File: src/inc/wea_pkg.sv
package wea_pkg;
  // Status/enable register width, GPIO and either-edge source counts
  localparam int WEA_REG_W     = 8;
  localparam int WEA_GPIO_N    = 8;
  localparam int WEA_EITHER_EDGE_IRQ_N    = 2;
  // Wake status 1 bit positions
  localparam int WEA_S1_PWRBTN = 0;
  localparam int WEA_S1_PLOSS  = 1;
  localparam int WEA_S1_RI_A   = 2;
  localparam int WEA_S1_RI_B   = 3;
  localparam int WEA_S1_HWM    = 4;
  localparam int WEA_S1_WDT    = 5;
  localparam int WEA_S1_LOWBAT = 6;
  // Wake status 3 bit positions
  localparam int WEA_S3_GPIO   = 0;
  localparam int WEA_S3_GROUP  = 3;
  // Wake status 6 bit positions (either-edge sources)
  localparam int WEA_S6_EETI0  = 0;
  // Shared pin control bit positions
  localparam int WEA_CTL_POL   = 1;
  localparam int WEA_CTL_OD    = 7;
  // Reset values
  localparam logic [WEA_REG_W-1:0] WEA_EN_RST     = 8'h00;
  localparam logic [WEA_REG_W-1:0] WEA_PIN_CTL_RST = 8'h80;
  localparam logic                 WEA_PIN_EN_RST = 1'b0;
endpackage

File: src/inc/wea_sync_if.sv
`timescale 1ns/1ns
`default_nettype none
interface wea_sync_if;
  import wea_pkg::*;
  logic [WEA_GPIO_N+1:0] raw;
  logic [WEA_GPIO_N+1:0] synced;
  modport src (output raw, input synced);
  modport snk (input raw, output synced);
endinterface
`default_nettype wire

File: src/core/wea_sync.sv
`timescale 1ns/1ns
`default_nettype none
module wea_sync
  import wea_pkg::*;
(
  input  wire logic sys_clk_i, // System clock
  input  wire logic reset_i,   // Synchronous reset
  wea_sync_if.snk   port_if    // Raw in, synced out
);
  logic [WEA_GPIO_N+1:0] meta_q;
  logic [WEA_GPIO_N+1:0] meta_d;
  logic [WEA_GPIO_N+1:0] sync_q;
  logic [WEA_GPIO_N+1:0] sync_d;

  always_comb
  begin
    meta_d = port_if.raw;
    sync_d = meta_q;
  end

  always_ff @(posedge sys_clk_i)
  begin
    if (reset_i)
    begin
      meta_q <= '0;
      sync_q <= '0;
    end
    else
    begin
      meta_q <= meta_d;
      sync_q <= sync_d;
    end
  end

  assign port_if.synced = sync_q;
endmodule
`default_nettype wire

File: src/core/wea_core.sv
// Overview of operation
// - Wake pin requests wake, works in S5
// - Status bits sticky, cleared by writing one, except status 3 bit 3
// - Pin status set by any enabled status
// - Pin asserts on pin status and enable
// - GPIO polarity selects setting edge
// - Either-edge GPIO sets on both edges
// - Hardware monitor has status and enable
// - Status 3 bit 3 mirrors routed group
// - Enable 3 bit 3 qualifies group source
// - Shared pin polarity selects active level
// - Control bit 7 selects open drain
// - Reset: active low, open drain, GPIO function
// - Sources: button, loss, ring, group, monitor, watchdog
// - Low battery only at main power-on
// - Output-configured GPIOs never set status
// - Either-edge sources own status 6 bits
`timescale 1ns/1ns
`default_nettype none
module wea_core
  import wea_pkg::*;
(
  input  wire logic                  sys_clk_i,             // System clock, 125 MHz
  input  wire logic                  reset_i,               // VTR power-on reset
  input  wire logic                  power_button_n_i,      // Power button, pin
  input  wire logic                  power_loss_event_i,    // Return from power loss pulse
  input  wire logic                  ring_indicator_a_n_i,  // Ring indicator A, pin
  input  wire logic                  ring_indicator_b_n_i,  // Ring indicator B, pin
  input  wire logic                  hw_monitor_irq_n_i,    // Hardware monitor interrupt
  input  wire logic                  watchdog_event_i,      // Watchdog timeout pulse
  input  wire logic                  low_battery_i,         // Low battery level
  input  wire logic                  main_por_event_i,      // Main supply power-on pulse
  input  wire logic                  group_irq_i,           // Internal group mgmt interrupt
  input  wire logic                  mgmt_irq_enable_2_i,   // Group routing bit
  input  wire logic [WEA_GPIO_N-1:0] gpio_i,                // Wake GPIO pins
  input  wire logic [WEA_GPIO_N-1:0] gpio_dir_out_i,        // GPIO is output
  input  wire logic [WEA_GPIO_N-1:0] gpio_pol_i,            // GPIO inverted polarity
  input  wire logic [WEA_EITHER_EDGE_IRQ_N-1:0] either_edge_irq_gpio_i,           // Either-edge pins
  input  wire logic [WEA_EITHER_EDGE_IRQ_N-1:0] either_edge_irq_sel_i, // Either-edge selected
  input  wire logic [WEA_REG_W-1:0]  wake_status_1_clr_i,   // Write-one-to-clear strobes
  input  wire logic [WEA_REG_W-1:0]  wake_status_3_clr_i,   // Write-one-to-clear strobes
  input  wire logic [WEA_REG_W-1:0]  wake_status_5_clr_i,   // Write-one-to-clear strobes
  input  wire logic [WEA_REG_W-1:0]  wake_status_6_clr_i,   // Write-one-to-clear strobes
  input  wire logic [WEA_REG_W-1:0]  wake_enable_1_i,       // Enable 1
  input  wire logic [WEA_REG_W-1:0]  wake_enable_3_i,       // Enable 3
  input  wire logic [WEA_REG_W-1:0]  wake_enable_5_i,       // Enable 5
  input  wire logic [WEA_REG_W-1:0]  wake_enable_6_i,       // Enable 6
  input  wire logic                  wake_pin_enable_i,     // Pin enable
  input  wire logic                  pin_ctl_we_i,          // Shared pin control write
  input  wire logic [WEA_REG_W-1:0]  pin_ctl_wdata_i,       // Shared pin control data
  input  wire logic                  wake_func_sel_i,       // Shared pin uses wake function
  input  wire logic                  shared_wake_gpio_o_i,  // GPIO output value
  input  wire logic                  shared_wake_gpio_oe_i, // GPIO output enable
  output logic [WEA_REG_W-1:0]       wake_status_1_o,       // Status 1, registered
  output logic [WEA_REG_W-1:0]       wake_status_3_o,       // Status 3
  output logic [WEA_REG_W-1:0]       wake_status_5_o,       // Status 5, registered
  output logic [WEA_REG_W-1:0]       wake_status_6_o,       // Status 6, registered
  output logic                       wake_pin_status_o,     // Pin status
  output logic [WEA_REG_W-1:0]       pin_ctl_o,             // Shared pin control, registered
  output logic                       shared_wake_gpio_o,    // Pin output value
  output logic                       shared_wake_gpio_oe_o  // Pin output enable
);
  localparam int SN = WEA_GPIO_N + WEA_EITHER_EDGE_IRQ_N;

  wea_sync_if          gsync ();
  logic [3:0]          misc_meta_q;
  logic [3:0]          misc_sync_q;
  logic [3:0]          misc_prev_q;
  logic [SN-1:0]       gprev_q;
  logic [3:0]          misc_meta_d;
  logic [3:0]          misc_sync_d;
  logic [3:0]          misc_prev_d;
  logic [SN-1:0]       gprev_d;
  logic [WEA_REG_W-1:0] st1_q, st1_d, st3_q, st3_d, st5_q, st5_d, st6_q, st6_d;
  logic [WEA_REG_W-1:0] ev1, ev3, ev5, ev6;
  logic [WEA_REG_W-1:0] ctl_q, ctl_d;
  logic [WEA_GPIO_N-1:0] gpio_ev;
  logic [WEA_EITHER_EDGE_IRQ_N-1:0] either_edge_irq_ev;
  logic                 group_st;
  logic                 wake_active;

  assign gsync.raw = {either_edge_irq_gpio_i, gpio_i};
  wea_sync u_sync (
    .sys_clk_i (sys_clk_i),
    .reset_i   (reset_i),
    .port_if   (gsync)
  );

  // Edge detection on synchronised GPIOs
  genvar g;
  generate
    for (g = 0; g < WEA_GPIO_N; g++)
    begin : g_gpio
      assign gpio_ev[g] = !gpio_dir_out_i[g] &&
                          (gpio_pol_i[g] ? (gprev_q[g] && !gsync.synced[g])
                                         : (!gprev_q[g] && gsync.synced[g]));
    end
    for (g = 0; g < WEA_EITHER_EDGE_IRQ_N; g++)
    begin : g_either_edge_irq
      assign either_edge_irq_ev[g] = either_edge_irq_sel_i[g] &&
                          (gprev_q[WEA_GPIO_N+g] != gsync.synced[WEA_GPIO_N+g]);
    end
  endgenerate

  // Active-low pin sources, synchronised, falling edge is the event
  always_comb
  begin
    misc_meta_d = {hw_monitor_irq_n_i, ring_indicator_b_n_i, ring_indicator_a_n_i, power_button_n_i};
    misc_sync_d = misc_meta_q;
    misc_prev_d = misc_sync_q;
    gprev_d     = gsync.synced;
  end

  always_ff @(posedge sys_clk_i)
  begin
    if (reset_i)
    begin
      misc_meta_q <= 4'hf;
      misc_sync_q <= 4'hf;
      misc_prev_q <= 4'hf;
      gprev_q     <= '0;
    end
    else
    begin
      misc_meta_q <= misc_meta_d;
      misc_sync_q <= misc_sync_d;
      misc_prev_q <= misc_prev_d;
      gprev_q     <= gprev_d;
    end
  end

  always_comb
  begin
    ev1 = '0;
    ev1[WEA_S1_PWRBTN] = misc_prev_q[0] && !misc_sync_q[0];
    ev1[WEA_S1_PLOSS]  = power_loss_event_i;
    ev1[WEA_S1_RI_A]   = misc_prev_q[1] && !misc_sync_q[1];
    ev1[WEA_S1_RI_B]   = misc_prev_q[2] && !misc_sync_q[2];
    ev1[WEA_S1_HWM]    = misc_prev_q[3] && !misc_sync_q[3];
    ev1[WEA_S1_WDT]    = watchdog_event_i;
    ev1[WEA_S1_LOWBAT] = main_por_event_i && low_battery_i;
    ev3 = '0;
    ev3[WEA_S3_GPIO]   = gpio_ev[0];
    ev5 = '0;
    ev5[WEA_GPIO_N-2:0] = gpio_ev[WEA_GPIO_N-1:1];
    ev6 = '0;
    ev6[WEA_S6_EETI0 +: WEA_EITHER_EDGE_IRQ_N] = either_edge_irq_ev;
    // Sticky, write-one clears, event wins
    st1_d = ev1 | (st1_q & ~wake_status_1_clr_i);
    st3_d = ev3 | (st3_q & ~wake_status_3_clr_i);
    st5_d = ev5 | (st5_q & ~wake_status_5_clr_i);
    st6_d = ev6 | (st6_q & ~wake_status_6_clr_i);
    ctl_d = pin_ctl_we_i ? pin_ctl_wdata_i : ctl_q;
  end

  always_ff @(posedge sys_clk_i)
  begin
    if (reset_i)
    begin
      st1_q <= '0;
      st3_q <= '0;
      st5_q <= '0;
      st6_q <= '0;
      ctl_q <= WEA_PIN_CTL_RST;
    end
    else
    begin
      st1_q <= st1_d;
      st3_q <= st3_d;
      st5_q <= st5_d;
      st6_q <= st6_d;
      ctl_q <= ctl_d;
    end
  end

  // Group interrupt bit is a live mirror, gated by routing
  assign group_st = group_irq_i && mgmt_irq_enable_2_i;

  always_comb
  begin
    wake_status_3_o = st3_q;
    wake_status_3_o[WEA_S3_GROUP] = group_st;
  end

  assign wake_pin_status_o = |(st1_q & wake_enable_1_i) |
                             |(wake_status_3_o & wake_enable_3_i) |
                             |(st5_q & wake_enable_5_i) |
                             |(st6_q & wake_enable_6_i);
  assign wake_active = wake_pin_status_o && wake_pin_enable_i;

  // Pin drive: polarity bit set means active high
  always_comb
  begin
    if (wake_func_sel_i)
    begin
      if (ctl_q[WEA_CTL_OD])
      begin
        shared_wake_gpio_o    = 1'b0;
        shared_wake_gpio_oe_o = wake_active;
        if (ctl_q[WEA_CTL_POL])
        begin
          shared_wake_gpio_oe_o = !wake_active;
        end
      end
      else
      begin
        shared_wake_gpio_oe_o = 1'b1;
        shared_wake_gpio_o    = ctl_q[WEA_CTL_POL] ? wake_active : !wake_active;
      end
    end
    else
    begin
      shared_wake_gpio_o    = shared_wake_gpio_o_i;
      shared_wake_gpio_oe_o = shared_wake_gpio_oe_i;
    end
  end

  assign wake_status_1_o = st1_q;
  assign wake_status_5_o = st5_q;
  assign wake_status_6_o = st6_q;
  assign pin_ctl_o       = ctl_q;
endmodule
`default_nettype wire

File: config.mk
export PLATFORM = sky130hd
export DESIGN_NAME = wea_core
export DESIGN_NICKNAME = d
export VERILOG_FILES = /design/src/inc/wea_pkg.sv /design/src/inc/wea_sync_if.sv /design/src/core/wea_sync.sv /design/src/core/wea_core.sv
export SDC_FILE = /design/constraint.sdc
export NUM_CORES = 1
export LEC_CHECK = 0
export ABC_AREA = 1
export BUFFER_PORTS_ARGS = -buffer_cell sky130_fd_sc_hd__buf_2
export CORE_MARGIN = 2
export CORE_UTILIZATION = 44
export CTS_CLUSTER_DIAMETER = 120
export DETAILED_ROUTE_END_ITERATION = 8
export GPL_TIMING_DRIVEN = 1
export HOLD_SLACK_MARGIN = 0.15
export PLACE_DENSITY_LB_ADDON = 0.1
export SLEW_MARGIN = 20
export SYNTH_ARGS = -nofsm -noshare
export SYNTH_HDL_FRONTEND = slang
export SYNTH_SLANG_ARGS = --single-unit
File: constraint.sdc
create_clock -name sys_clk_i -period 1 [get_ports sys_clk_i]
set_input_delay 0 -clock sys_clk_i [delete_from_list [all_inputs] [get_ports sys_clk_i]]
set_output_delay 0 -clock sys_clk_i [all_outputs]
set_load 0.01 [all_outputs]
# Word level (Yosys, flattened, before mapping)
# Cells that the tools add are included.
# Widths: inputs -> output; s select.
word_totals:
  ff_bits: 82
  latch_bits: 0
  ram_bits: 0
  romBits: 0
  input_bits: 117
  out_inout_bits: 43
  word_cells: 112
  n_memories: 0
classes:
  n_addsub: 0
  mul: 0
  div_mod_pow: 0
  magnitude_cmp: 0
  n_eq_ne: 2
  shift: 0
  mux: 14
  n_bitwise: 19
  n_reduce_logical: 66
ops:
  columns: ["cell", "count"]
  rows:
  - ["$and 8x8->8", 8]
  - ["$logic_and 1x1->1", 33]
  - ["$not 8->8", 4]
  - ["$reduce_or 8->1", 4]
  - ["$logic_not 1->1", 29]
  - ["$or 7x8->8", 2]
  - ["$mux 1", 14]
  - ["$or 1x8->8", 1]
  - ["$or 2x8->8", 1]
  - ["$or 1x1->1", 3]
  - ["$ne 1x1->1", 2]

# Longest topological paths before layout
# Gate-level depths: netlist of the first run.
logic_depth:
  ltp_word: 11
  depth_mapped: 11
  depth_no_buf: 11

# Cells and area by module
# A second synthesis of the first run with hierarchy kept.
hier_totals:
  cells_unflattened: 384
  hier_area_um2: 2929.1
by_module_without_submodules:
  columns: ["mod", "instances", "cells_per_inst", "area_each_um2", "seq_area_each_um2"]
  rows:
  - ["wea_core", 1, 322, 2356.0, 1221.2]
  - ["wea_sync", 1, 62, 573.0, 400.4]

# Worst setup path after synthesis of the first run
# OpenSTA, ideal clock, no wires.
synth_timing:
  path_kind: "register to output"
  from: "register st5_q[6] (netlist: wake_status_5_o[6])"
  to: "output port shared_wake_gpio_oe_o"
  t_arrival_ns: 1.101
  t_required_ns: 1.000
  setup_slack_ns: -0.101
  path_stages_with_launch: 12
  n_path_buf: 0
  path_cell_list: "dfxtp_1 nand2_1 nand2_1 nor2_1 nand2_1 nor2_2 nand3_2 nand2_1 nand2_1 nand3_1 nand2_1 inv_1"
synth_between:
  elab_chain_cells: 9
synth_lines:
  columns: ["item", "line", "text"]
  rows:
  - ["from (decl)", "wea_core.sv:74", "logic [WEA_REG_W-1:0] st1_q, st1_d, st3_q, st3_d, st5_q, st5_d, st6_q, st6_d;"]
  - ["from (signal assigned)", "wea_core.sv:170", "st5_q <= st5_d;"]
  - ["$and 8x8->8 *", "wea_core.sv:187", "|(st5_q & wake_enable_5_i) |"]
  - ["$reduce_or 8->1 *", "wea_core.sv:187", null]
  - ["$or 1x1->1 *", "wea_core.sv:187", null]
  - ["$or 1x1->1 *", "wea_core.sv:188", "|(st6_q & wake_enable_6_i);"]
  - ["via wake_pin_status_o", "wea_core.sv:58", "output logic wake_pin_status_o,"]
  - ["$logic_and 1x1->1 *", "wea_core.sv:189", "assign wake_active = wake_pin_status_o && wake_pin_enable_i;"]
  - ["$logic_not 1->1", "wea_core.sv:202", "shared_wake_gpio_oe_o = !wake_active;"]
  - ["$mux 1 *", "wea_core.sv:200", "if (ctl_q[WEA_CTL_POL])"]
  - ["$mux 1 *", "wea_core.sv:196", "if (ctl_q[WEA_CTL_OD])"]
  - ["$mux 1 *", "wea_core.sv:194", "if (wake_func_sel_i)"]
  - ["to (decl)", "wea_core.sv:61", "output logic shared_wake_gpio_oe_o"]
# Mark *: on every way through the listed nets, which the timed path passes. The rest lies on a longest branch.

# Final worst setup path of the first run
layout_timing:
  from: "register st1_q[1] (netlist: wake_status_1_o[1])"
  to: "output port shared_wake_gpio_oe_o"
layout_between:
  elab_chain_cells: 10
layout_lines:
  columns: ["item", "line", "text"]
  rows:
  - ["from (decl)", "wea_core.sv:74", null]
  - ["from (signal assigned)", "wea_core.sv:168", "st1_q <= st1_d;"]
  - ["$and 8x8->8 *", "wea_core.sv:185", "assign wake_pin_status_o = |(st1_q & wake_enable_1_i) |"]
  - ["$reduce_or 8->1 *", "wea_core.sv:185", null]
  - ["$or 1x1->1 *", "wea_core.sv:186", "|(wake_status_3_o & wake_enable_3_i) |"]
  - ["$or 1x1->1 *", "wea_core.sv:187", null]
  - ["$or 1x1->1 *", "wea_core.sv:188", null]
  - ["$logic_and 1x1->1 *", "wea_core.sv:189", null]
  - ["$logic_not 1->1", "wea_core.sv:202", null]
  - ["$mux 1 *", "wea_core.sv:200", null]
  - ["$mux 1 *", "wea_core.sv:196", null]
  - ["$mux 1 *", "wea_core.sv:194", null]
# Mark *: on every way between the ends. The rest lies on a longest branch, timed or not.

==> reports/summary.txt, run 1 <==
Outcome - complete, but fails checks
Failing checks - setup timing
Dpl hpwl - 5580 um
RSZ-0062 raised after global routing - true
DIE WIDTH - 85.2 um
Core Area - 0.00635 mm2
Synth top area share - 55.8%
Slew Viols, Final - 0
Vias per cell - 4.55
Mapped cell area - 0.00290 mm2
Largest net degree at the start of global routing - 43
Pwr dens - 1340 mW/mm2
Post-route non-filler standard cell count - 730
Commonest non-fill, non-tap cell in the layout - buf_2
IO buf count - 158
Synth top area cells - dfxtp_1 (56%), nand2_1 (11%), nor2_1 (10%)
Final hold vios - 0
Type of the most critical hold path - input port to output pin
Total global routing overflow - 0
Row count - 29
Clock Tree Root - clkbuf_8
CP Data Arrival Time - 1630 ps
Final setup fails - 13
Max-Slew Margin vs Limit - 72.1%
Reg2reg start - u_sync.port_if.synced[2]
Post-Synthesis Net Count - 496
Share of cells above drive strength 1 - 38.7%
DRT Wirelength - 9130 um
Reg2Reg Depth - 5
Final GP Congestion - 0.812
Placed cell count - 633
Period minus WS final - 1630 ps
Vias in the first global route - 3173
Synth Register Bits - 81
Worst-skew pair later-pin latency - 340 ps
Clock sink total - 81
First-pass GRT wire length - 14000 um
Initial Util - 45.7%
# diodes - 0
H-tree depth - 3
Most frequent cells in the layout - buf_2 (154), nand2_1 (80), dlygate4sd3_1 (78), nor2_1 (77), dfxtp_1 (69)
Starting DRT DRC Count - 138
ANT nets after route - 0
Sequential share of the synthesized area - 55.8%
Least-Margin Pin Slew - 418 ps
Worst setup SP type - flip-flop
Fmax - 614 MHz
Mapped Cells - 379
NumNets Final - 765
Setup crit end kind - output pin
Reg-to-reg slack, setup - 20 ps
Reg clk slew, reported paths - 80 ps
Total CTS buffers - 9
CTS tree - built
RR Endpoint - wake_status_5_o[1]
Ports - 160
Post-synth top area cell - dfxtp_1
Leakage - 2.67 nW
Worst IR Drop VDD - 0.00159 V
Total power - 6.82 mW
Final worst setup slack - -629 ps
Post-synthesis area per instance - 7.66 um2
Hold-critical path depth - 4
Drt pass-1 iters - 4
Wirelength per Cell - 12.5 um
Die height - 85.2 um
Maxcap violations - 0
Hold Path Sink - wake_status_3_o[3]
Final Cell Area - 0.00510 mm2
Netlist cell types - 18
Synth warn - 0
Fill cell count - 422
Fin crit share - 163%
Critical Path RT - 1000 ps
Worst min-delay path startpoint - mgmt_irq_enable_2_i
Vias - 3318
Die area - 0.00727 mm2
Max Fanout on Critical Path - 3
Initial antenna violation count - 0
Area growth from synthesis to layout - 75.6%
Total GRT Usage - 24.6%
Setup CP Type - flip-flop to output pin
Placement Cell Area - 0.00399 mm2
Drc violations - 0
Clock skew - 5.72 ps
Clk buf depth - 2
[registers in the layout, indices dropped and copies added, names as in the netlist]
signal,cells
wake_status_5_o,8
gprev_q,10
wake_status_1_o,8
pin_ctl_o,8
misc_prev_d,4
u_sync.meta_q,10
st3_q,7
wake_status_6_o,8
misc_meta_q,4
u_sync.port_if.synced,10
misc_prev_q,4
[critical path: stages (launching register included)]
cell     delay, ps
dfxtp_2        330
nand2_2         70
nand2_2         60
nor2_2         100
nand2_1         80
nor2_2         110
nand3_2        130
nand2_2         80
nand2_2         60
nand3_2         70
nand2_2         50
inv_2           50
buf_6           90
[final cells by class]
cell class / instances / area [um2] / share of cell area [%]
Clock inverter: 6 / 67.6 / 1.32
Sequential cell: 81 / 1640 / 32.1
Tap cell: 77 / 96.3 / 1.89
Clock buffer: 10 / 138 / 2.70
Inverter: 61 / 233 / 4.56
Timing Repair Buffer: 267 / 1870 / 36.6
Multi-Input combinational cell: 228 / 1060 / 20.8
[power breakdown]
| group | internal (mW) | total, mW | leakage, nW | switching [mW] |
|---|---|---|---|---|
| registers | 3.34 | 3.39 | 0.669 | 0.0490 |
| logic | 0.606 | 1.03 | 1.91 | 0.427 |
| clock network | 1.23 | 2.40 | 0.0985 | 1.18 |
| total | 5.17 | 6.82 | 2.67 | 1.65 |
[per-stage QoR]
step / setup WS (ps) / util [%] / setup TNS [ps] / hold slack, ps
floorplan: -85.4 / - / -136 / 64.3
global placement: -248 / 62.9 / -464 / 157
detailed placement: -298 / 62.9 / -595 / 157
CTS: -670 / 79.2 / -2930 / 282
global route: -763 / 80.3 / -3590 / 328
finish: -629 / 80.3 / -2340 / 296
[metal layers]
| metal | global-route usage, % | wire length (um) | vias up |
|---|---|---|---|
| met2 | 44.8 | 4780 | 134 |
| met4 | 12.6 | 323 | 0 |
| li1 | - | - | 1678 |
| met5 | 0 | 0 | - |
| met3 | 4.96 | 539 | 29 |
| met1 | 26.9 | 3490 | 1477 |
[cells in the mapped netlist]
library cell,instances
nand4_1,3
a211o_1,8
inv_1,60
nand3_2,1
buf_2,5
or2_2,13
nor2_2,2
nand3_1,5
a21oi_1,14
dfxtp_1,81
clkinv_1,1
o32ai_1,4
clkbuf_1,3
nand2_1,88
xor2_1,2
nor2_1,81
o21ai_0,7
buf_4,1
[timing repair]
| item | 4_1_cts | 5_1_grt |
|---|---|---|
| endpoints found under the hold margin | 61 | 21 |
| hold buffers | 78 | 3 |
| setup endpoints to repair | 3 | 31 |
| gates cloned | 0 | 0 |
| pin swaps | 6 | 11 |
| gates resized for setup | 10 | 23 |
| setup buffers | 2 | 1 |
[worst max-delay path by stage]
| stage | startpoint | slack [ps] | cells past startpoint | end |
|---|---|---|---|---|
| 6_report | wake_status_1_o[1] | -630 | 12 | shared_wake_gpio_oe_o |
| 5_1_grt | wake_status_1_o[1] | -760 | 12 | shared_wake_gpio_oe_o |
| 4_1_cts | wake_status_1_o[0] | -670 | 12 | shared_wake_gpio_oe_o |
| 3_5_place_dp | wake_status_1_o[0] | -300 | 12 | shared_wake_gpio_oe_o |
| 3_3_place_gp | wake_status_1_o[0] | -250 | 12 | shared_wake_gpio_oe_o |
| 2_1_floorplan | wake_status_6_o[6] | -90 | 11 | shared_wake_gpio_oe_o |
[cells by family after synthesis]
kind of cell,after synthesis,share of synthesized area [%]
AOI/OAI and AO/OA,33,7.24
DFF,81,55.8
buffers and inverters,70,9.39
and+or+nand+nor,193,26.9
xor gates and xnor gates,2,0.603
Power figures use the tool's default switching activity.
==> run 2: changes to the inputs <==
--- a/config.mk
+++ b/config.mk
@@ -7,6 +7,7 @@
 export LEC_CHECK = 0
 export ABC_AREA = 1
 export BUFFER_PORTS_ARGS = -buffer_cell sky130_fd_sc_hd__buf_2
+export CORE_ASPECT_RATIO = 1.25
 export CORE_MARGIN = 2
 export CORE_UTILIZATION = 44
 export CTS_CLUSTER_DIAMETER = 120
==> run 2 against run 1 <==
Against the previous run: the flow still finishes with violations (setup timing); clock power grew 5%; global-route usage is 0.57 points lower; die area about the same; clock skew rose by 1.7 ps; wire length shrank 4.3%; critical path depth fell by 1; sequential cell count is the same; first-iteration DRC count fell by 19%.
==> reports/summary.txt, run 2 (same netlist as run 1, synthesis figures left out) <==
Row count - 33 (+14%)
Placement Cell Area - 0.00406 mm2 (+1.6%)
Maxcap violations - 0 (unchanged)
Combinational power share - 14.5% (-0.6 points)
Setup crit end kind - output pin
Internal power - 5.39 mW (+4.3%)
Hold-critical path depth - 4 (unchanged)
Failing checks - setup timing
Worst setup SP type - flip-flop
Vias per cell - 4.38 (-3.6%)
Seq pwr share - 49.0% (-0.7 points)
Fill cell count - 448 (+6.2%)
Top Metal Used - met4
Die height - 94.8 um (+11%)
Reg2reg start - u_sync.port_if.synced[3]
Share of cells above drive strength 1 - 38.9% (+0.13 points)
Final worst setup slack - -582 ps (+47.1 ps)
Worst min-delay path startpoint - mgmt_irq_enable_2_i
Core Area - 0.00648 mm2 (+2.1%)
Least-Margin Pin Slew - 197 ps (-221 ps)
Ports - 160 (unchanged)
Reg area - 0.00164 mm2 (unchanged)
Total GRT Usage - 24.1% (-0.57 points)
Leakage - 2.69 nW (+0.77%)
Initial Util - 44.8% (-0.94 points)
Fmax - 632 MHz (+3.0%)
Type of the most critical hold path - input port to output pin
Reg-to-reg slack, setup - 30 ps (about the same)
Total global routing overflow - 0 (unchanged)
DIE WIDTH - 76.7 um (-10%)
Vias in the first global route - 3185 (+0.38%)
RSZ-0062 raised after global routing - true
Clock skew - 7.41 ps (+1.69 ps)
DRT Wirelength - 8740 um (-4.3%)
Slew Viols, Final - 0 (unchanged)
First-pass GRT wire length - 13800 um (-1.7%)
Drt pass-1 iters - 6 (+2)
Fin crit share - 158% (-4.7 points)
Setup CP Type - flip-flop to output pin
Period minus WS final - 1580 ps (-47.1 ps)
Critical Path RT - 1000 ps (about the same)
Reg2Reg Depth - 5 (unchanged)
Clk buf depth - 2 (unchanged)
Drc violations - 0 (unchanged)
Max Fanout on Critical Path - 3 (unchanged)
Dpl hpwl - 5490 um (-1.6%)
Worst-skew pair later-pin latency - 340 ps (about the same)
Max-Slew Margin vs Limit - 86.8% (+15 points)
Total CTS buffers - 9 (unchanged)
WHS - 285 ps (-10.6 ps)
Hold Path Sink - wake_status_3_o[3]
Outcome - complete, but fails checks
Placed cell count - 650 (+2.7%)
CTS tree - built
Clock sink total - 81 (unchanged)
NumNets Final - 769 (+0.52%)
IO buf count - 158 (unchanged)
Wirelength per Cell - 11.8 um (-6.0%)
DR WL met3 - 601 um (+12%)
Die area - 0.00727 mm2 (about the same)
Sw frac - 22.1% (-2.2 points)
Final setup TNS - -1610 ps (+730 ps)
Switching power - 1.53 mW (-7.6%)
# diodes - 0 (unchanged)
Most frequent cells in the layout - buf_2 (155), nand2_1 (83), nor2_1 (77), dlygate4sd3_1 (77), dfxtp_1 (69)
Clock power frac - 36.5% (+1.3 points)
Wire length on met2 - 4540 um (-5.0%)
Worst IR Drop VDD - 0.00110 V (-31%)
Final GP Congestion - 0.763 (-6.0%)
Initial antenna violation count - 0 (unchanged)
Final Cell Area - 0.00512 mm2 (+0.42%)
Reg clk slew, reported paths - 70 ps (about the same)
Final hold vios - 0 (unchanged)
Area occupied by multi-input gates - 0.00106 mm2 (-0.12%)
H-tree depth - 3 (unchanged)
Final setup fails - 4 (-9)
RR Endpoint - wake_status_5_o[2]
Post-route non-filler standard cell count - 743 (+1.8%)
Area growth from synthesis to layout - 76.3%
Met1 WL - 3430 um (-1.6%)
Vias - 3254 (-1.9%)
CP Data Arrival Time - 1580 ps (-50 ps)
Largest net degree at the start of global routing - 29 (-33%)
Commonest non-fill, non-tap cell in the layout - buf_2
Starting DRT DRC Count - 112 (-19%)
Clock Tree Root - clkbuf_8
Dpl ws - -249 ps (+49.9 ps)
Pwr dens - 1350 mW/mm2 (+0.97%)
Fin util - 79.0% (-1.3 points)
Total power - 6.92 mW (+1.4%)
ANT nets after route - 0 (unchanged)
run 2: cell types whose count changed in the layout (fill, tap and decap cells not counted), sizes merged:
cell          previous run  this run
clkbuf                  10        12
clkinvlp                 3         1
clkinv                   3         1
bufinv                   1         2
buf                    188       194
dlymetal6s4s             1         0
dlygate4sd3             78        77
run 2: power groups by stage:
stage               sequential (mW)  clock, mW  combinational, mW
CTS                            3.38       2.61              0.949
finish                         3.39       2.53               1.00
floorplan                      3.48          0              0.265
global placement               3.45          0              0.684
global route                   3.40       2.76               1.11
detailed placement             3.46          0              0.694
run 2: repair_timing:
item | CTS | global route
endpoints found under the setup margin | 3 | 8
buffers inserted | 1 | 0
hold buffers | 77 | 0
resized for setup | 3 | 25
endpoints found under the hold margin | 69 | 0
pin swaps | 4 | 8
run 2: layer usage:
| layer | track usage [%] | up-vias |
|---|---|---|
| met3 | 6.60 | 17 |
| met2 | 45.1 | 128 |
| met5 | 0 | - |
| met1 | 25.1 | 1421 |
| li1 | - | 1688 |
| met4 | 10.6 | 0 |
run 2: worst max-delay path: stages (launching register included):
cell	delay, ps
dfxtp_1	320
nand2_1	50
inv_1	40
nor2_2	120
nand2_1	90
nor2_2	120
nand3_2	100
nand2_2	90
nand2_2	50
nand3_1	80
nand2_2	40
buf_2	130
run 2: area by class of cell:
class / count / share of cell area (%)
Sequential cell: 81 / 32.0
Inverter: 61 / 4.54
Clock buffer: 12 / 2.83
Multi-Input combinational cell: 228 / 20.7
Timing Repair Buffer: 271 / 36.6
Clock inverter: 3 / 1.27
Tap cell: 87 / 2.13
run 2: worst max path at each step:
stage | from | to | cells past startpoint | slack (ps)
after floorplan | wake_status_6_o[6] | shared_wake_gpio_oe_o | 11 | -90
final | wake_status_5_o[1] | shared_wake_gpio_o | 11 | -580
after global routing | wake_status_5_o[3] | shared_wake_gpio_oe_o | 12 | -760
after detailed placement | wake_status_5_o[1] | shared_wake_gpio_oe_o | 12 | -250
after CTS | wake_status_5_o[1] | shared_wake_gpio_oe_o | 12 | -610
after global placement | wake_status_1_o[6] | shared_wake_gpio_oe_o | 12 | -220
